File: config.mk
export PLATFORM = sky130hd
export DESIGN_NAME = can_isp_session_front_end
export DESIGN_NICKNAME = d
export VERILOG_FILES = /design/src/verilog/can_isp_pkg.sv /design/src/verilog/can_isp_session_front_end.sv
export VERILOG_INCLUDE_DIRS = /design/src /design/src/verilog
export SDC_FILE = /design/constraint.sdc
export NUM_CORES = 1
export LEC_CHECK = 0
export BUFFER_PORTS_ARGS = -buffer_cell sky130_fd_sc_hd__buf_2
export CELL_PAD_IN_SITES_DETAIL_PLACEMENT = 1
export CELL_PAD_IN_SITES_GLOBAL_PLACEMENT = 2
export CORE_MARGIN = 2
export CORE_UTILIZATION = 32
export DETAILED_ROUTE_END_ITERATION = 10
export GPL_TIMING_DRIVEN = 0
export PLACE_DENSITY_LB_ADDON = 0.1
export SLEW_MARGIN = 25
export SYNTH_ARGS = -nofsm -noshare
export SYNTH_HDL_FRONTEND = slang
export SYNTH_SLANG_ARGS = --single-unit
File: constraint.sdc
create_clock -name clk_sys -period 10.2 [get_ports clk_sys]
set_input_delay 0.51 -clock clk_sys [delete_from_list [all_inputs] [get_ports clk_sys]]
set_output_delay 0.51 -clock clk_sys [all_outputs]
set_load 0.05 [all_outputs]
File: src/verilog/can_isp_defs.svh
`ifndef CAN_ISP_DEFS_SVH
`define CAN_ISP_DEFS_SVH

// Register byte addresses on the APB slave.
`define OFF_PORT_ONE_COND 12'h000
`define OFF_PORT_THREE_COND 12'h004
`define OFF_PORT_FOUR_COND 12'h008
`define OFF_BAUD_SOURCE 12'h00c
`define OFF_BIT_TIMING_A 12'h010
`define OFF_BIT_TIMING_B 12'h014
`define OFF_BIT_TIMING_C 12'h018
`define OFF_NODE_NUMBER 12'h01c
`define OFF_ID_BASE 12'h020
`define OFF_STATUS 12'h024
`define OFF_CONTROL 12'h028
`define OFF_VERSION 12'h02c

// Reset values of the configuration bytes.
`define RST_PORT_ONE_COND 8'hfe
`define RST_PORT_THREE_COND 8'hff
`define RST_PORT_FOUR_COND 8'hff
`define RST_BAUD_SOURCE 8'hff
`define RST_BIT_TIMING 8'hff
`define RST_NODE_NUMBER 8'hff
`define RST_ID_BASE 7'h00

// Special byte values.
`define BYTE_ALL_ONES 8'hff
`define SESSION_OPEN_BYTE 8'h01
`define SESSION_CLOSED_BYTE 8'h00
`define LOADER_VERSION 8'h01

// Low nibbles of the command identifiers.
`define NIB_SESSION_SELECT 4'h0
`define NIB_PROGRAM_START 4'h1
`define NIB_PROGRAM_PAYLOAD 4'h2
`define NIB_MEMORY_READOUT 4'h3
`define NIB_CONFIG_WRITE 4'h4
`define NIB_CONFIG_READ 4'h5
`define NIB_FAULT_REPORT 4'h6

// Frame lengths.
`define DLC_SELECT_REQ 4'h1
`define DLC_SELECT_ANS 4'h2

// Status and control bit positions.
`define ST_LOADER_MODE 0
`define ST_SESSION_OPEN 1
`define ST_AUTOBAUD 2
`define ST_ACK_ENABLE 3
`define ST_HW_COND 4
`define CTL_RESTART 0

`endif

File: src/verilog/can_isp_pkg.sv
package can_isp_pkg;

  // One standard CAN data frame as seen by this block.
  typedef struct packed {
    logic ide;
    logic rtr;
    logic [10:0] id;
    logic [3:0] dlc;
    logic [63:0] data;
  } can_frame_t;

  // A command passed on to the command handlers.
  typedef struct packed {
    logic [3:0] code;
    logic [3:0] dlc;
    logic [63:0] data;
  } isp_cmd_t;

  // Top-level sequencing states.
  typedef enum logic [2:0] {
    st_strap = 3'b000,
    st_app = 3'b001,
    st_init = 3'b010,
    st_autobaud = 3'b011,
    st_run = 3'b100
  } boot_state_t;

endpackage : can_isp_pkg

File: src/verilog/can_isp_session_front_end.sv
// The APB interface to the registers and the register offsets are this design's own decisions.
`timescale 1ns/1ps
`include "can_isp_defs.svh"

module can_isp_session_front_end
  import can_isp_pkg::*;
(
  input wire logic clk_sys,
  input wire logic reset,
  // APB slave.
  input wire logic psel,
  input wire logic penable,
  input wire logic pwrite,
  input wire logic [11:0] paddr,
  input wire logic [31:0] pwdata,
  output logic [31:0] prdata,
  output logic pready,
  output logic pslverr,
  // Port pins and fuse.
  input wire logic [7:0] port_one_pins,
  input wire logic [7:0] port_three_pins,
  input wire logic [1:0] port_four_pins,
  input wire logic boot_jump_fuse,
  output logic loader_mode,
  // CAN controller set-up.
  output logic autobaud_run,
  input wire logic autobaud_found,
  output logic ack_enable,
  output logic timing_load,
  output logic [7:0] bit_timing_byte_a,
  output logic [7:0] bit_timing_byte_b,
  output logic [7:0] bit_timing_byte_c,
  // Received frames.
  input wire logic rx_valid,
  input wire can_frame_t rx_frame,
  output logic rx_ready,
  // Transmitted answers.
  output logic tx_valid,
  output can_frame_t tx_frame,
  input wire logic tx_ready,
  // Commands for the handlers behind this block.
  output logic cmd_valid,
  output isp_cmd_t cmd,
  // Configuration writes from loader commands.
  input wire logic cfg_wr,
  input wire logic [11:0] cfg_addr,
  input wire logic [7:0] cfg_data,
  output logic session_open
);

  // Configuration bytes held by the block.
  logic [7:0] port_one_entry_condition;
  logic [7:0] port_three_entry_condition;
  logic [7:0] port_four_entry_condition;
  logic [7:0] baud_source_select_byte;
  logic [7:0] local_node_number;
  logic [6:0] identifier_base_byte;
  // Next values of the configuration bytes.
  logic [7:0] next_p1c, next_p3c, next_p4c, next_baud;
  logic [7:0] next_bta, next_btb, next_btc, next_node;
  logic [6:0] next_base;
  // A software request to restart the loader.
  logic restart_req;
  // Sequencing state and its next value.
  boot_state_t state, next_state;
  logic next_loader_mode, next_autobaud_run, next_ack_enable;
  logic next_timing_load;
  // Live evaluation of the entry condition.
  logic hw_cond;
  // Frame handling next values.
  logic next_session_open, next_tx_valid, next_cmd_valid;
  can_frame_t next_tx_frame;
  isp_cmd_t next_cmd;
  // Read data and error captured in the setup phase.
  logic [31:0] next_prdata;
  logic next_pslverr;
  // Access-phase write strobe.
  logic apb_wr;
  // Frame decode helpers.
  logic frame_take, frame_ours;
  logic [3:0] frame_nib;
  // Stored bit-timing bytes, shown directly on the outputs.
  logic [7:0] bta_q, btb_q, btc_q;

  // The slave never inserts wait states.
  assign pready = psel & penable;
  assign apb_wr = psel & penable & pwrite;
  assign bit_timing_byte_a = bta_q;
  assign bit_timing_byte_b = btb_q;
  assign bit_timing_byte_c = btc_q;

  // Entry condition: the first configured port in priority order decides.
  always_comb begin
    if (port_one_entry_condition != `BYTE_ALL_ONES) begin
      hw_cond = (port_one_pins == port_one_entry_condition);
    end else if (port_three_entry_condition != `BYTE_ALL_ONES) begin
      hw_cond = (port_three_pins == port_three_entry_condition);
    end else if (port_four_entry_condition != `BYTE_ALL_ONES) begin
      // Only the two low bits of the fourth port take part.
      hw_cond = (port_four_pins == port_four_entry_condition[1:0]);
    end else begin
      hw_cond = 1'b0;
    end
  end

  // Configuration writes: APB wins over a loader write in the same cycle.
  always_comb begin
    next_p1c = port_one_entry_condition;
    next_p3c = port_three_entry_condition;
    next_p4c = port_four_entry_condition;
    next_baud = baud_source_select_byte;
    next_bta = bta_q;
    next_btb = btb_q;
    next_btc = btc_q;
    next_node = local_node_number;
    next_base = identifier_base_byte;
    if (apb_wr) begin
      if (paddr == `OFF_PORT_ONE_COND) begin
        next_p1c = pwdata[7:0];
      end else if (paddr == `OFF_PORT_THREE_COND) begin
        next_p3c = pwdata[7:0];
      end else if (paddr == `OFF_PORT_FOUR_COND) begin
        next_p4c = pwdata[7:0];
      end else if (paddr == `OFF_BAUD_SOURCE) begin
        next_baud = pwdata[7:0];
      end else if (paddr == `OFF_BIT_TIMING_A) begin
        next_bta = pwdata[7:0];
      end else if (paddr == `OFF_BIT_TIMING_B) begin
        next_btb = pwdata[7:0];
      end else if (paddr == `OFF_BIT_TIMING_C) begin
        next_btc = pwdata[7:0];
      end else if (paddr == `OFF_NODE_NUMBER) begin
        next_node = pwdata[7:0];
      end else if (paddr == `OFF_ID_BASE) begin
        // Only seven bits are stored, so the base cannot pass 7Fh.
        next_base = pwdata[6:0];
      end
    end else if (cfg_wr) begin
      if (cfg_addr == `OFF_PORT_ONE_COND) begin
        next_p1c = cfg_data;
      end else if (cfg_addr == `OFF_PORT_THREE_COND) begin
        next_p3c = cfg_data;
      end else if (cfg_addr == `OFF_PORT_FOUR_COND) begin
        next_p4c = cfg_data;
      end else if (cfg_addr == `OFF_BAUD_SOURCE) begin
        next_baud = cfg_data;
      end else if (cfg_addr == `OFF_BIT_TIMING_A) begin
        next_bta = cfg_data;
      end else if (cfg_addr == `OFF_BIT_TIMING_B) begin
        next_btb = cfg_data;
      end else if (cfg_addr == `OFF_BIT_TIMING_C) begin
        next_btc = cfg_data;
      end else if (cfg_addr == `OFF_NODE_NUMBER) begin
        next_node = cfg_data;
      end else if (cfg_addr == `OFF_ID_BASE) begin
        next_base = cfg_data[6:0];
      end
    end
  end

  // Register the configuration bytes.
  always_ff @(posedge clk_sys or posedge reset) begin
    if (reset) begin
      port_one_entry_condition <= `RST_PORT_ONE_COND;
      port_three_entry_condition <= `RST_PORT_THREE_COND;
      port_four_entry_condition <= `RST_PORT_FOUR_COND;
      baud_source_select_byte <= `RST_BAUD_SOURCE;
      bta_q <= `RST_BIT_TIMING;
      btb_q <= `RST_BIT_TIMING;
      btc_q <= `RST_BIT_TIMING;
      local_node_number <= `RST_NODE_NUMBER;
      identifier_base_byte <= `RST_ID_BASE;
    end else begin
      port_one_entry_condition <= next_p1c;
      port_three_entry_condition <= next_p3c;
      port_four_entry_condition <= next_p4c;
      baud_source_select_byte <= next_baud;
      bta_q <= next_bta;
      btb_q <= next_btb;
      btc_q <= next_btc;
      local_node_number <= next_node;
      identifier_base_byte <= next_base;
    end
  end

  // A write of the restart bit asks for a fresh loader start.
  assign restart_req = apb_wr & (paddr == `OFF_CONTROL) & pwdata[`CTL_RESTART];

  // Boot sequencing: catch the pins once after reset, then set up the link.
  always_comb begin
    next_state = state;
    next_loader_mode = loader_mode;
    next_autobaud_run = 1'b0;
    next_ack_enable = ack_enable;
    next_timing_load = 1'b0;
    case (state)
      st_strap: begin
        // The pins are sampled at the first edge after reset release.
        if (hw_cond && !boot_jump_fuse) begin
          next_state = st_init;
          next_loader_mode = 1'b1;
        end else begin
          next_state = st_app;
        end
      end
      st_app: begin
        // A restart is only honoured while boot_jump_fuse is low.
        if (restart_req && !boot_jump_fuse) begin
          next_state = st_init;
          next_loader_mode = 1'b1;
        end
      end
      st_init: begin
        if (baud_source_select_byte == `BYTE_ALL_ONES) begin
          next_state = st_autobaud;
          next_autobaud_run = 1'b1;
          next_ack_enable = 1'b0;
        end else begin
          next_state = st_run;
          next_timing_load = 1'b1;
          next_ack_enable = 1'b1;
        end
      end
      st_autobaud: begin
        // Acknowledge stays off until a timing has been found.
        if (autobaud_found) begin
          next_state = st_run;
          next_ack_enable = 1'b1;
        end else begin
          next_autobaud_run = 1'b1;
        end
      end
      st_run: begin
        next_state = st_run;
      end
      default: begin
        next_state = st_strap;
      end
    endcase
  end

  // Register the sequencing state.
  always_ff @(posedge clk_sys or posedge reset) begin
    if (reset) begin
      state <= st_strap;
      loader_mode <= 1'b0;
      autobaud_run <= 1'b0;
      ack_enable <= 1'b0;
      timing_load <= 1'b0;
    end else begin
      state <= next_state;
      loader_mode <= next_loader_mode;
      autobaud_run <= next_autobaud_run;
      ack_enable <= next_ack_enable;
      timing_load <= next_timing_load;
    end
  end

  // Frames are taken only in the run state while no answer is pending.
  assign rx_ready = (state == st_run) & ~tx_valid;
  assign frame_take = rx_valid & rx_ready;
  // Only standard data frames whose upper id bits match the base count.
  assign frame_ours = ~rx_frame.ide & ~rx_frame.rtr
                    & (rx_frame.id[10:4] == identifier_base_byte);
  assign frame_nib = rx_frame.id[3:0];

  // Session handling, answers and command dispatch.
  always_comb begin
    next_session_open = session_open;
    next_tx_valid = tx_valid & ~tx_ready;
    next_tx_frame = tx_frame;
    next_cmd_valid = 1'b0;
    next_cmd = cmd;
    if (frame_take && frame_ours) begin
      if (frame_nib == `NIB_SESSION_SELECT) begin
        // A one-byte select naming this node or every node is accepted.
        if ((rx_frame.dlc == `DLC_SELECT_REQ)
            && ((rx_frame.data[63:56] == `BYTE_ALL_ONES)
            || (rx_frame.data[63:56] == local_node_number))) begin
          next_session_open = ~session_open;
          next_tx_valid = 1'b1;
          next_tx_frame.ide = 1'b0;
          next_tx_frame.rtr = 1'b0;
          next_tx_frame.id = {identifier_base_byte, `NIB_SESSION_SELECT};
          next_tx_frame.dlc = `DLC_SELECT_ANS;
          next_tx_frame.data = {`LOADER_VERSION,
                                ~session_open ? `SESSION_OPEN_BYTE
                                              : `SESSION_CLOSED_BYTE,
                                48'h0};
        end
      end else if (session_open && (frame_nib >= `NIB_PROGRAM_START)
                   && (frame_nib <= `NIB_CONFIG_READ)) begin
        // Fault identifiers and unknown nibbles fall through unused.
        next_cmd_valid = 1'b1;
        next_cmd.code = frame_nib;
        next_cmd.dlc = rx_frame.dlc;
        next_cmd.data = rx_frame.data;
      end
    end
    // Leaving the run state always ends the session.
    if (state != st_run) begin
      next_session_open = 1'b0;
    end
  end

  // Register session, answer and command outputs.
  always_ff @(posedge clk_sys or posedge reset) begin
    if (reset) begin
      session_open <= 1'b0;
      tx_valid <= 1'b0;
      tx_frame <= '0;
      cmd_valid <= 1'b0;
      cmd <= '0;
    end else begin
      session_open <= next_session_open;
      tx_valid <= next_tx_valid;
      tx_frame <= next_tx_frame;
      cmd_valid <= next_cmd_valid;
      cmd <= next_cmd;
    end
  end

  // Read data is captured in the setup phase and shown in the access phase.
  always_comb begin
    next_prdata = 32'h0;
    next_pslverr = 1'b0;
    if (paddr == `OFF_PORT_ONE_COND) begin
      next_prdata = {24'h0, port_one_entry_condition};
    end else if (paddr == `OFF_PORT_THREE_COND) begin
      next_prdata = {24'h0, port_three_entry_condition};
    end else if (paddr == `OFF_PORT_FOUR_COND) begin
      next_prdata = {24'h0, port_four_entry_condition};
    end else if (paddr == `OFF_BAUD_SOURCE) begin
      next_prdata = {24'h0, baud_source_select_byte};
    end else if (paddr == `OFF_BIT_TIMING_A) begin
      next_prdata = {24'h0, bta_q};
    end else if (paddr == `OFF_BIT_TIMING_B) begin
      next_prdata = {24'h0, btb_q};
    end else if (paddr == `OFF_BIT_TIMING_C) begin
      next_prdata = {24'h0, btc_q};
    end else if (paddr == `OFF_NODE_NUMBER) begin
      next_prdata = {24'h0, local_node_number};
    end else if (paddr == `OFF_ID_BASE) begin
      next_prdata = {25'h0, identifier_base_byte};
    end else if (paddr == `OFF_STATUS) begin
      next_prdata = {27'h0, hw_cond, ack_enable, autobaud_run,
                     session_open, loader_mode};
    end else if (paddr == `OFF_CONTROL) begin
      next_prdata = 32'h0;
    end else if (paddr == `OFF_VERSION) begin
      next_prdata = {24'h0, `LOADER_VERSION};
    end else begin
      // Unmapped addresses answer with an error and zero data.
      next_pslverr = 1'b1;
    end
  end

  // Register the read answer at the setup edge.
  always_ff @(posedge clk_sys or posedge reset) begin
    if (reset) begin
      prdata <= 32'h0;
      pslverr <= 1'b0;
    end else if (psel && !penable) begin
      prdata <= next_prdata;
      pslverr <= next_pslverr;
    end
  end

endmodule : can_isp_session_front_end

==> results of run 1 <==
## synthesized netlist by cell type, types with 10 or more instances
cell      count
a31oi_1      14
nor2_1       22
dfstp_2      63
o21ai_0      17
nand4_1      14
a21oi_1      14
inv_1        10
mux2_2      141
dfrtp_1     108
nand3_1      21
nor3_1       12
clkbuf_1     12
buf_4       102
xor2_1       21
xnor2_1      12
nand2_1      60
## through the flow
stage	power, mW	cells	util, %	worst slack [ns]
after floorplan	0.867	883	-	5.16
after global placement	0.932	1530	40.5	2.75
after detailed placement	0.937	1532	40.7	7.17
after CTS	1.61	1564	42.8	7.45
after global routing	1.65	1564	42.8	7.33
final	1.59	1564	42.8	7.57
## layout make-up
class | instances | area share (%)
Timing Repair Buffer | 271 | 11.7
Clock inverter | 15 | 1.41
Tap cell | 378 | 3.95
Multi-Input combinational cell | 577 | 35.4
Inverter | 10 | 0.377
Buffer | 125 | 7.20
Sequential cell | 171 | 36.4
Clock buffer | 17 | 3.56
## how the worst max path moves through the flow
stage                                             start                        to  slack, ns  cells after the start
finish              identifier_base_byte[5]$_DFFE_PP0P_       cmd[46]$_DFFE_PP0P_       7.57                      6
global placement                                  reset  tx_frame[65]$_DFFE_PP0P_       2.75                      2
CTS                 identifier_base_byte[5]$_DFFE_PP0P_       cmd[46]$_DFFE_PP0P_       7.45                      6
global route        identifier_base_byte[5]$_DFFE_PP0P_       cmd[46]$_DFFE_PP0P_       7.33                      6
detailed placement                             paddr[2]     prdata[1]$_DFFE_PP0P_       7.17                      7
floorplan                                         reset    ack_enable$_DFFE_PP0P_       5.16                      1
## power groups by stage
stage          Sequential (mW)  Clock (mW)  Combinational (mW)
2_1_floorplan            0.715           0               0.153
3_3_place_gp             0.702           0               0.230
3_5_place_dp             0.702           0               0.235
4_1_cts                  0.690       0.681               0.235
5_1_grt                  0.690       0.708               0.251
6_report                 0.689       0.662               0.235
## cells by family (layout without fill, tap and decap cells)
group	Yosys count	in the layout	synth area share [%]
multiplexers	156	156	19.4
buffers and inverters	135	438	9.84
other	1	95	0.0411
flip-flops	171	171	47.7
XOR/XNOR	33	33	3.16
AO/OA/AOI/OAI	101	101	8.00
AND/OR/NAND/NOR	192	192	11.8
## layer usage
metal	routed length (um)	share of wire, %	vias to the layer above
met3	2670	8.7	22
met1	13200	43	3628
met5	16	0.053	-
met4	311	1.0	2
met2	14300	47	284
li1	-	-	3428
## cells in the final DEF, fill, tap and decap left out, types with 4 or more instances in the layout
master	Yosys	routed
a21oi_1	14	14
dfrtp_1	108	108
inv_6	0	6
nand3_1	21	21
buf_1	4	4
xor2_1	21	21
clkinv_8	0	4
mux2i_1	4	4
dfstp_2	63	63
a21o_1	9	9
inv_8	0	4
buf_2	7	276
o211ai_1	9	9
nand2_1	60	60
nor2_1	22	22
nor2b_1	7	7
inv_1	10	9
mux2_2	141	141
o31ai_1	4	4
clkbuf_16	0	17
nor3_1	12	12
nand2b_1	8	8
clkbuf_1	12	12
mux2_1	9	9
conb_1	1	95
o21ai_0	17	17
buf_4	102	102
nor4_1	9	9
and3_1	4	4
xnor2_1	12	12
a31oi_1	14	14
nand4_1	14	14
## registers in the layout (all words and copies together) (netlist names), 3 cells and up
| name | count |
|---|---|
| port_one_entry_condition | 8 |
| cmd | 72 |
| bit_timing_byte_b | 8 |
| port_four_entry_condition | 8 |
| port_three_entry_condition | 8 |
| bit_timing_byte_c | 8 |
| local_node_number | 8 |
| prdata | 8 |
| identifier_base_byte | 7 |
| tx_frame | 9 |
| state | 3 |
| baud_source_select_byte | 8 |
| bit_timing_byte_a | 8 |
==> summary.txt, run 1 <==
Status
  • Status: complete, no violations

STA
  • Final setup viols: 0
  • Worst Tran Pin Value: 0.819 ns
  • Final hold violations: 0
  • Slew HR: 44.9%
  • Skew final: 0.0157 ns
  • FMAX: 381 MHz
  • Final Slew Violations: 0
  • Unrepaired setup endpoints after global routing: no
  • Period utilisation layout: 25.7%
  • Crit path time final: 2.63 ns
  • Worst hold slack: 0.0619 ns
  • Setup TNS Final: 0 ns

Routing
  • DR vias: 7364
  • Drt drc: 0
  • Pre-Repair DR Iteration Count: 5
  • Routed wire length: 30.5 mm
  • Vias/cell: 4.71
  • WL/cell: 19.5 um
  • Antenna Nets Post-Route: 0
  • DRT iter0 DRCs: 264

Die
  • Die area: 29900 sq um
  • Initial Utilization: 32.7%
  • Die H: 173 um
  • IO Pins: 392
  • Site row count: 61
  • Core box area: 27900 sq um
  • Die W: 173 um

Worst setup path
  • RR Endpoint: cmd[46]$_DFFE_PP0P_
  • Critical Path, Cell by Cell: xor2_1 -> nor4_1 -> nand4_2 -> nor2_4 -> buf_2 -> mux2_2
  • WP buf/inv: 1
  • Reg2reg path depth: 6
  • CP max stage delay: 0.52 ns
  • RR Startpoint: identifier_base_byte[5]$_DFFE_PP0P_
  • Max FO, Critical Path: 10
  • Critical path endpoint category: flip-flop
  • Top delay family on crit path: simple AND/OR/NAND/NOR gates
  • Critical Path RT: 10.52 ns
  • Reg-to-reg slack, setup: 7.57 ns
  • Critical path's slowest cell: nor4_1
  • Worst Path Arrival: 2.95 ns
  • Setup crit start kind: flip-flop
  • Worst Setup Path Type: reg -> reg

Clocking
  • CTS buffer count: 17
  • Htree depth: 4
  • CTS sink cnt: 171
  • CTS tree: done
  • Post_cts resized: 0
  • CTS hold repair buffers: 0
  • CTS max path bufs: 2
  • Root buffer cell: clkbuf_16
  • # Post-CTS Setup Buffers: 0
  • Clock-pin slew on the worst setup and hold paths: 0.08 ns
  • Clock Latency Late Sink: 0.44 ns

Yosys
  • Synth area leader: dfrtp_1
  • Area share of the largest cell type after synthesis: 29.6%
  • Top_reg_cell synth: dfrtp_1
  • Post-synthesis sequential area ratio: 47.7%
  • EDFF count, synth: 0
  • Top post-synthesis cells by area: dfrtp_1 30%, dfstp_2 18%, mux2_2 17%, buf_4 8.4%, nand2_1 2.5%
  • Yosys warning count: 0
  • Mapped Area: 9130 sq um
  • Syn Inst Count: 789
  • Post-synthesis cell type count: 72
  • Share of synthesized registers carrying an async set or reset: 100%
  • Mean area per synthesized cell: 11.6 sq um
  • Yosys reg bits: 171

Finish
  • Share of layout cells above drive strength 1: 54.1%
  • Area of the multi-input gates: 4230 sq um
  • FILL cells: 3241
  • N_diodes: 0
  • Final Instance Area: 12000 sq um
  • Syn-to-layout area delta: 31.0%
  • Nets@finish: 1346
  • Sequential cell area: 4360 sq um

Power
  • Sw Ratio: 31.7%
  • Worst VDD drop: 0.0928 mV
  • Clock group share of total power: 41.7%
  • Pleak: 6.19 nW
  • Internal: 1.08 mW
  • Sequential Power Share: 43.5%
  • Comb pwr share: 14.8%
  • Psw: 0.503 mW
  • Power Dens Cells: 133 nW/um^2

Placement
  • Number of port buffers: 269
  • RePlAce Congestion: 0.822
  • Placed instance area: 11400 sq um
  • Post-DP HPWL: 23.8 mm

Run
  • Max Cap Violations: 0

GRT
  • Met1 Use GR: 26.1%
  • Grt peak-use layer: met2
  • M3 GR Usage: 6.66%
  • Met2 Use GR: 33.5%
  • All-Layer GR Usage: 20.4%
  • Initial antenna violation count: 1
  • Congestion Overflow GR: 0
  • First-pass GRT wire length: 47.0 mm
  • Vias in the first global route: 7849
  • Pin count of the biggest net entering global routing: 71

Min path
  • Worst min-delay path class: in -> async
Note: power is estimated with default switching activity, not from simulation.
==> run 2: changes to the inputs <==
--- a/config.mk
+++ b/config.mk
@@ -10,7 +10,7 @@
 export CELL_PAD_IN_SITES_DETAIL_PLACEMENT = 1
 export CELL_PAD_IN_SITES_GLOBAL_PLACEMENT = 2
 export CORE_MARGIN = 2
-export CORE_UTILIZATION = 32
+export CORE_UTILIZATION = 26
 export DETAILED_ROUTE_END_ITERATION = 10
 export GPL_TIMING_DRIVEN = 0
 export PLACE_DENSITY_LB_ADDON = 0.1
==> constraint.sdc (replaced) <==
create_clock -name clk_sys -period 2.2 [get_ports clk_sys]
set_input_delay 0.11 -clock clk_sys [delete_from_list [all_inputs] [get_ports clk_sys]]
set_output_delay 0.11 -clock clk_sys [all_outputs]
set_load 0.05 [all_outputs]
==> run 2 against run 1 <==
Sequential share of layout area down 3.2 points; global-route usage fell by 2.2 points; register-to-register slack got worse by 7.6 ns; clock-buffer cell count is 4 higher; non-clock buffer count grew 89; wire length increased by 10%; combinational power grew to 5.2 times the previous value; sequential cell count did not move; sequential power increased to 4.6 times the previous value; final cell count is 11% higher.
==> summary.txt, run 2 (synthesis results as in run 1) <==
Die
  • Die area: 36600 sq um (was 29900 sq um)
  • Site row count: 68 (was 61)
  • Die W: 191 um (was 173 um)
  • IO Pins: 392 (unchanged)
  • Die H: 191 um (was 173 um)
  • Initial Utilization: 26.4% (was 32.7%)
  • Core box area: 34500 sq um (was 27900 sq um)

Power
  • Worst VDD drop: 0.536 mV (was 0.0928 mV)
  • Comb pwr share: 16.7% (was 14.8%)
  • Sequential Power Share: 43.5% (about the same)
  • Total power: 7.35 mW (was 1.59 mW)
  • Internal: 5.13 mW (was 1.08 mW)
  • Clock group share of total power: 39.7% (was 41.7%)
  • Psw: 2.23 mW (was 0.503 mW)
  • Power Dens Cells: 561 nW/um^2 (was 133 nW/um^2)
  • Pleak: 6.60 nW (was 6.19 nW)
  • Sw Ratio: 30.3% (was 31.7%)

Routing
  • Routed wire length: 33.6 mm (was 30.5 mm)
  • DR vias: 7680 (was 7364)
  • WL/cell: 19.4 um (was 19.5 um)
  • Drt drc: 0 (unchanged)
  • Vias/cell: 4.44 (was 4.71)
  • DRT iter0 DRCs: 292 (was 264)
  • Pre-Repair DR Iteration Count: 4 (was 5)
  • Antenna Nets Post-Route: 0 (unchanged)

STA
  • Crit path time final: 2.18 ns
  • Final Slew Violations: 0 (unchanged)
  • Unrepaired setup endpoints after global routing: yes (was no)
  • FMAX: 459 MHz
  • Final hold violations: 0 (unchanged)
  • Worst Tran Pin Value: 0.763 ns (was 0.819 ns)
  • Skew final: 0.0149 ns (was 0.0157 ns)
  • Slew HR: 49.0% (was 44.9%)
  • Period utilisation layout: 99.1%
  • Final setup viols: 0 (unchanged)

Finish
  • Nets@finish: 1435 (was 1346)
  • Largest registers: cmd x72, tx_frame x9 (unchanged)
  • Max reg flops: 72 (unchanged)
  • Util after Layout: 37.9% (was 42.8%)
  • FILL cells: 3969 (was 3241)
  • Most flop-heavy register: cmd (unchanged)
  • Syn-to-layout area delta: 43.4% (was 31.0%)
  • Most frequent cells in the layout: 275 x buf_2, 126 x mux2_2, 108 x dfrtp_1 (was 276 x buf_2, 141 x mux2_2, 108 x dfrtp_1)
  • Commonest non-fill, non-tap cell in the layout: buf_2 (unchanged)
  • Share of layout cells above drive strength 1: 51.8% (was 54.1%)

Placement
  • Number of port buffers: 269 (unchanged)
  • RePlAce Congestion: 0.823 (was 0.822)
  • Post-DP HPWL: 25.8 mm (was 23.8 mm)

Clocking
  • CTS max path bufs: 2 (unchanged)
  • Root buffer cell: clkbuf_16 (unchanged)
  • CTS sink cnt: 171 (unchanged)
  • CTS tree: done (unchanged)
  • Htree depth: 4 (unchanged)
  • Clock Latency Late Sink: 0.44 ns (about the same)
  • Clock-pin slew on the worst setup and hold paths: 0.07 ns (was 0.08 ns)
  • CTS buffer count: 17 (unchanged)

Worst setup path
  • WP buf/inv: 3 (was 1)
  • Setup crit start kind: primary input (was flip-flop)
  • Critical Path RT: 2.53 ns (was 10.52 ns)
  • Reg2reg path depth: 8 (was 6)
  • CP max stage delay: 0.54 ns (was 0.52 ns)
  • RR Endpoint: tx_frame[77]$_DFFE_PP0P_ (was cmd[46]$_DFFE_PP0P_)
  • Worst Path Arrival: 2.51 ns (was 2.95 ns)
  • Top delay family on crit path: simple AND/OR/NAND/NOR gates (unchanged)
  • Critical Path, Cell by Cell: dlygate4sd3_1 -> buf_2 -> or4_1 -> or4_4 -> nor3_4 -> buf_12 -> mux2_2 (was xor2_1 -> nor4_1 -> nand4_2 -> nor2_4 -> buf_2 -> mux2_2)
  • Critical path's slowest cell: or4_1 (was nor4_1)
  • Critical path endpoint category: flip-flop (unchanged)
  • Max FO, Critical Path: 8 (was 10)
  • Worst Setup Path Type: in -> reg (was reg -> reg)
  • Setup crit start: rx_frame[68] (was identifier_base_byte[5]$_DFFE_PP0P_)
  • RR Startpoint: state[1]$_DFFE_PP0P_ (was identifier_base_byte[5]$_DFFE_PP0P_)
  • Reg-to-reg slack, setup: 0.02 ns (was 7.57 ns)

Status
  • Status: complete, no violations (unchanged)

GRT
  • Pin count of the biggest net entering global routing: 32 (was 71)
  • All-Layer GR Usage: 18.2% (was 20.4%)
  • Initial antenna violation count: 0 (was 1)
  • Vias in the first global route: 7990 (was 7849)
  • Congestion Overflow GR: 0 (unchanged)
  • First-pass GRT wire length: 49.4 mm (was 47.0 mm)

Min path
  • Hold path start: rx_frame[71]
  • Worst min-delay path class: in -> reg (was in -> async)
  • Hold EP: cmd_valid$_DFF_PP0_
  • Min-Delay Path Depth: 3

Run
  • Max Cap Violations: 0 (unchanged)
## run 2: cell types whose count changed in the layout (fill, tap and decap cells not counted), moves of 3 or more
cell	before	now
dlygate4sd3_1	0	76
mux2_2	141	126
mux2_4	0	15
buf_12	0	7
buf_6	0	4
clkinv_8	4	0
clkinvlp_4	0	4
buf_4	102	105
clkbuf_8	0	3
clkinv_2	0	3
inv_6	6	3
## run 2: stage by stage
stage / setup slack (ns) / cell area, sq um / std cells / setup TNS (ns) / hold slack [ns]
after global placement: -1.57 / 11500 / 1607 / -264.70 / 0.325
after global routing: -0.0775 / 13100 / 1730 / -2.52 / 0.0365
after floorplan: -0.110 / 9580 / 883 / -12.07 / 0.245
after detailed placement: -0.618 / 11600 / 1614 / -61.77 / 0.145
final: 0.0192 / 13100 / 1731 / 0 / 0.0482
after CTS: -0.0226 / 13000 / 1726 / -0.263 / 0.0181
## run 2: power groups by stage
| stage | clock network, mW | logic, mW | registers (mW) |
|---|---|---|---|
| finish | 2.92 | 1.23 | 3.20 |
| global route | 3.15 | 1.31 | 3.20 |
| CTS | 3.04 | 1.23 | 3.20 |
| detailed placement | 0 | 1.12 | 3.26 |
| global placement | 0 | 1.08 | 3.26 |
| floorplan | 0 | 0.709 | 3.31 |
## run 2: worst max-delay path by stage
stage | endpoint | slack, ns | depth (start not counted)
2_1_floorplan | cmd[0]$_DFFE_PP0P_ | -0.11 | 7
3_3_place_gp | cmd_valid$_DFF_PP0_ | -1.57 | 2
3_5_place_dp | cmd[20]$_DFFE_PP0P_ | -0.62 | 6
4_1_cts | cmd[31]$_DFFE_PP0P_ | -0.02 | 8
5_1_grt | tx_frame[77]$_DFFE_PP0P_ | -0.08 | 8
6_report | tx_frame[77]$_DFFE_PP0P_ | 0.02 | 7
## run 2: area by class of cell
class	count	area, sq um	share of cell area [%]
sequential	171	4360	33.3
antenna	1	2.50	0.0191
clock buffer	21	460	3.52
multi-input combinational	577	4340	33.1
inverter	10	41.3	0.315
clock inverter	11	86.3	0.659
buffer	125	890	6.79
timing repair buffer	360	2350	17.9
tap	455	569	4.35
## run 2: worst min-delay path: cells and delay by family
family        cells  cell delay (ns)
buf+inv           1             0.08
simple gates      2             0.26
## run 2: layer usage
layer  vias to the layer above  global-route usage [%]  routed length (um)
met4                         0                    5.80                 579
met3                        26                    4.77                2320
li1                       3602                       -                   -
met2                       264                    29.6               16000
met5                         -                       0                   0
met1                      3788                    23.6               14700
## run 2: timing repair
action,CTS,global route
hold buffers,76,0
pin swaps,4,3
buffers inserted,4,4
resized for setup,5,5
hold endpoints to repair,143,0
setup endpoints to repair,83,73
==> run 3: changes to the inputs <==
--- a/config.mk
+++ b/config.mk
@@ -6,11 +6,12 @@
 export SDC_FILE = /design/constraint.sdc
 export NUM_CORES = 1
 export LEC_CHECK = 0
+export ABC_AREA = 1
 export BUFFER_PORTS_ARGS = -buffer_cell sky130_fd_sc_hd__buf_2
 export CELL_PAD_IN_SITES_DETAIL_PLACEMENT = 1
 export CELL_PAD_IN_SITES_GLOBAL_PLACEMENT = 2
 export CORE_MARGIN = 2
-export CORE_UTILIZATION = 26
+export CORE_UTILIZATION = 24
 export DETAILED_ROUTE_END_ITERATION = 10
 export GPL_TIMING_DRIVEN = 0
 export PLACE_DENSITY_LB_ADDON = 0.1
==> run 3 against run 2 <==
Cell area about the same; clock skew shrank 0.0017 ns; non-clock buffer count decreased by 10; wire length up 7.3%; sequential cell count is the same; largest cell class unchanged; largest power group unchanged.
==> summary.txt, run 3 <==
Power
  • Power Dens Cells: 640 nW/um^2 (was 561 nW/um^2)
  • Pleak: 7.19 nW (was 6.60 nW)
  • Total power: 8.39 mW (was 7.35 mW)
  • Worst VDD drop: 0.493 mV (was 0.536 mV)

Clocking
  • CTS buffer count: 17 (unchanged)
  • CTS sink cnt: 171 (unchanged)
  • Root buffer cell: clkbuf_16 (unchanged)
  • CTS tree: done (unchanged)
  • Clock-pin slew on the worst setup and hold paths: 0.07 ns (about the same)
  • Clock Latency Late Sink: 0.44 ns (about the same)
  • CTS max path bufs: 2 (unchanged)
  • Htree depth: 4 (unchanged)

Yosys
  • Mean area per synthesized cell: 7.82 sq um (was 11.6 sq um)
  • Mapped Area: 9300 sq um (was 9130 sq um)
  • Yosys warning count: 0 (unchanged)
  • Mux share of post-synthesis cell area: 0% (was 19.4%)
  • Post-synthesis sequential area ratio: 46.9% (was 47.7%)
  • Share of synthesized registers carrying an async set or reset: 100% (unchanged)
  • Syn Inst Count: 1190 (was 789)
  • Yosys reg bits: 171 (unchanged)
  • Synth cell count leaders: 442 x nand2_1, 108 x dfrtp_1, 105 x inv_1, 98 x buf_4, 69 x nor2_1 (was 141 x mux2_2, 108 x dfrtp_1, 102 x buf_4, 63 x dfstp_2, 60 x nand2_1)
  • EDFF count, synth: 0 (unchanged)
  • Post-Synth Adder-Cell Area: 0% (unchanged)
  • Simple-gate share of the synthesized area: 28.3% (was 11.8%)
  • Area share of the largest cell type after synthesis: 29.1% (was 29.6%)
  • Count leader, synth: nand2_1 (was mux2_2)
  • Post-synthesis cell type count: 50 (was 72)
  • Compound-cell area share of the yosys netlist: 8.99% (was 8.00%)
  • Synth area leader: dfrtp_1 (unchanged)
  • Top_reg_cell synth: dfrtp_1 (unchanged)
  • Top post-synthesis cells by area: dfrtp_1 29%, nand2_1 18%, dfstp_2 18%, buf_4 7.9%, inv_1 4.2% (was dfrtp_1 30%, dfstp_2 18%, mux2_2 17%, buf_4 8.4%, nand2_1 2.5%)
  • Post-synthesis xor/xnor area fraction: 1.60% (was 3.16%)
  • Largest family of logic cells by synthesized area: simple AND/OR/NAND/NOR gates (was multiplexers)

GRT
  • Congestion Overflow GR: 0 (unchanged)
  • Initial antenna violation count: 2 (was 0)
  • Pin count of the biggest net entering global routing: 31 (was 32)
  • Vias in the first global route: 9254 (was 7990)
  • First-pass GRT wire length: 55.7 mm (was 49.4 mm)
  • All-Layer GR Usage: 18.0% (was 18.2%)

Worst setup path
  • Crit path to: cmd[63]$_DFFE_PP0P_ (was tx_frame[77]$_DFFE_PP0P_)
  • Worst Path Arrival: 2.29 ns (was 2.51 ns)
  • Reg2reg path depth: 8 (unchanged)
  • Reg-to-reg slack, setup: 0.25 ns (was 0.02 ns)
  • Setup crit start: identifier_base_byte[4]$_DFFE_PP0P_ (was rx_frame[68])
  • Worst Setup Path Type: reg -> reg (was in -> reg)
  • RR Endpoint: cmd[63]$_DFFE_PP0P_ (was tx_frame[77]$_DFFE_PP0P_)
  • Critical path endpoint category: flip-flop (unchanged)
  • Setup crit start kind: flip-flop (was primary input)
  • Critical Path RT: 2.54 ns (was 2.53 ns)
  • RR Startpoint: identifier_base_byte[4]$_DFFE_PP0P_ (was state[1]$_DFFE_PP0P_)
  • Max FO, Critical Path: 10 (was 8)

STA
  • Period utilisation layout: 88.7% (was 99.1%)
  • Crit path time final: 1.95 ns (was 2.18 ns)
  • Slew HR: 58.1% (was 49.0%)
  • Skew final: 0.0132 ns (was 0.0149 ns)
  • Unrepaired setup endpoints after global routing: no (was yes)
  • Worst hold slack: 0.0291 ns (was 0.0482 ns)
  • Setup TNS Final: 0 ns (unchanged)
  • Final setup viols: 0 (unchanged)
  • Setup ws final: 0.249 ns (was 0.0192 ns)
  • Final hold violations: 0 (unchanged)
  • Final Slew Violations: 0 (unchanged)
  • Worst Tran Pin Value: 0.628 ns (was 0.763 ns)
  • FMAX: 512 MHz (was 459 MHz)

Finish
  • FILL cells: 4770 (was 3969)
  • Final Instance Area: 13100 sq um (about the same)
  • N_diodes: 0 (was 1)
  • Nets@finish: 1827 (was 1435)
  • Most flop-heavy register: cmd (unchanged)
  • Syn-to-layout area delta: 40.9% (was 43.4%)
  • Area of the multi-input gates: 4000 sq um (was 4340 sq um)
  • Util after Layout: 34.1% (was 37.9%)
  • Largest registers: cmd x72, tx_frame x9 (unchanged)
  • Most frequent cells in the layout: 441 x nand2_1, 285 x buf_2, 108 x dfrtp_1 (was 275 x buf_2, 126 x mux2_2, 108 x dfrtp_1)
  • Max reg flops: 72 (unchanged)
  • Sequential cell area: 4360 sq um (unchanged)
  • Final Instance Count excl. Fillers: 2183 (was 1731)
  • Share of layout cells above drive strength 1: 33.0% (was 51.8%)
  • Commonest non-fill, non-tap cell in the layout: nand2_1 (was buf_2)

Placement
  • Post-DP HPWL: 28.5 mm (was 25.8 mm)
  • RePlAce Congestion: 0.776 (was 0.823)
  • Placement Setup Slack: -0.202 ns (was -0.618 ns)
  • Placed instance area: 11800 sq um (was 11600 sq um)
  • Number of port buffers: 272 (was 269)
  • Placed insts: 2080 (was 1614)

Routing
  • DRT iter0 DRCs: 292 (unchanged)
  • Vias/cell: 4.09 (was 4.44)
  • WL/cell: 16.5 um (was 19.4 um)
  • Antenna Nets Post-Route: 0 (unchanged)
  • DR vias: 8919 (was 7680)
  • Pre-Repair DR Iteration Count: 4 (unchanged)
  • Drt drc: 0 (unchanged)
  • Routed wire length: 36.0 mm (was 33.6 mm)

Die
  • Site row count: 72 (was 68)
  • Die W: 201 um (was 191 um)
  • Core box area: 38500 sq um (was 34500 sq um)
  • Initial Utilization: 24.2% (was 26.4%)
  • IO Pins: 392 (unchanged)
  • Die area: 40300 sq um (was 36600 sq um)
  • Die H: 201 um (was 191 um)

Run
  • Max Cap Violations: 0 (unchanged)

Status
  • Status: complete, no violations (unchanged)

Min path
  • Worst min-delay path class: in -> reg (unchanged)
==> run 3: repair_timing <==
action / in CTS / in global routing
setup endpoints to repair: 61 / 75
hold buffers: 73 / 0
endpoints found under the hold margin: 93 / 0
resized for setup: 4 / 25
setup buffers: 0 / 0
==> run 3: power by group <==
part	internal, mW	switching (mW)
combinational	0.588	1.30
sequential	3.39	0.155
clock	1.62	1.33
==> run 3: worst min path at each step <==
stage                      start                                 endpoint  slack [ns]  depth (start not counted)
floorplan               tx_ready                       tx_valid$_DFF_PP0_        0.21                          1
global placement        tx_ready                       tx_valid$_DFF_PP0_        0.30                          2
detailed placement         reset                      cmd[68]$_DFFE_PP0P_        0.23                          2
CTS                    pwdata[7]  port_one_entry_condition[7]$_DFFE_PP1P_       0.002                          5
global route        rx_frame[63]                      cmd[63]$_DFFE_PP0P_        0.03                          3
finish              rx_frame[63]                      cmd[63]$_DFFE_PP0P_        0.03                          3
==> run 3: kinds of logic (layout without fill, tap and decap cells) <==
group                     after synthesis  after routing
and+or+nand+nor                       613            613
buffers and inverters                 244            625
xor gates and xnor gates               17             17
AOI/OAI and AO/OA                     144            144
other                                   1             95
DFF                                   171            171
==> run 3: final cells by class <==
class / count / area share (%)
Multi-Input combinational cell: 869 / 30.5
Clock buffer: 22 / 3.54
Inverter: 120 / 3.47
Buffer: 124 / 6.73
Tap cell: 518 / 4.94
Clock inverter: 8 / 0.659
Sequential cell: 171 / 33.2
Timing Repair Buffer: 351 / 16.9
==> run 3: worst max-delay path, cell delays in order, from the launching register on <==
cell and delay [ns]:
dfrtp_1 0.41, xor2_1 0.17, nor4b_1 0.24, nand3_1 0.20, nor2_1 0.13, nand2_1 0.09, buf_2 0.22, buf_2 0.21
o21ai_0 0.19
==> run 3: layer usage <==
metal | GRT usage (%) | part of all wire (%) | up-vias
met5 | 0 | 0.069 | -
met4 | 3.17 | 0.76 | 4
met3 | 3.86 | 4.9 | 15
met2 | 30.6 | 49 | 205
met1 | 23.6 | 45 | 4218
li1 | - | - | 4477
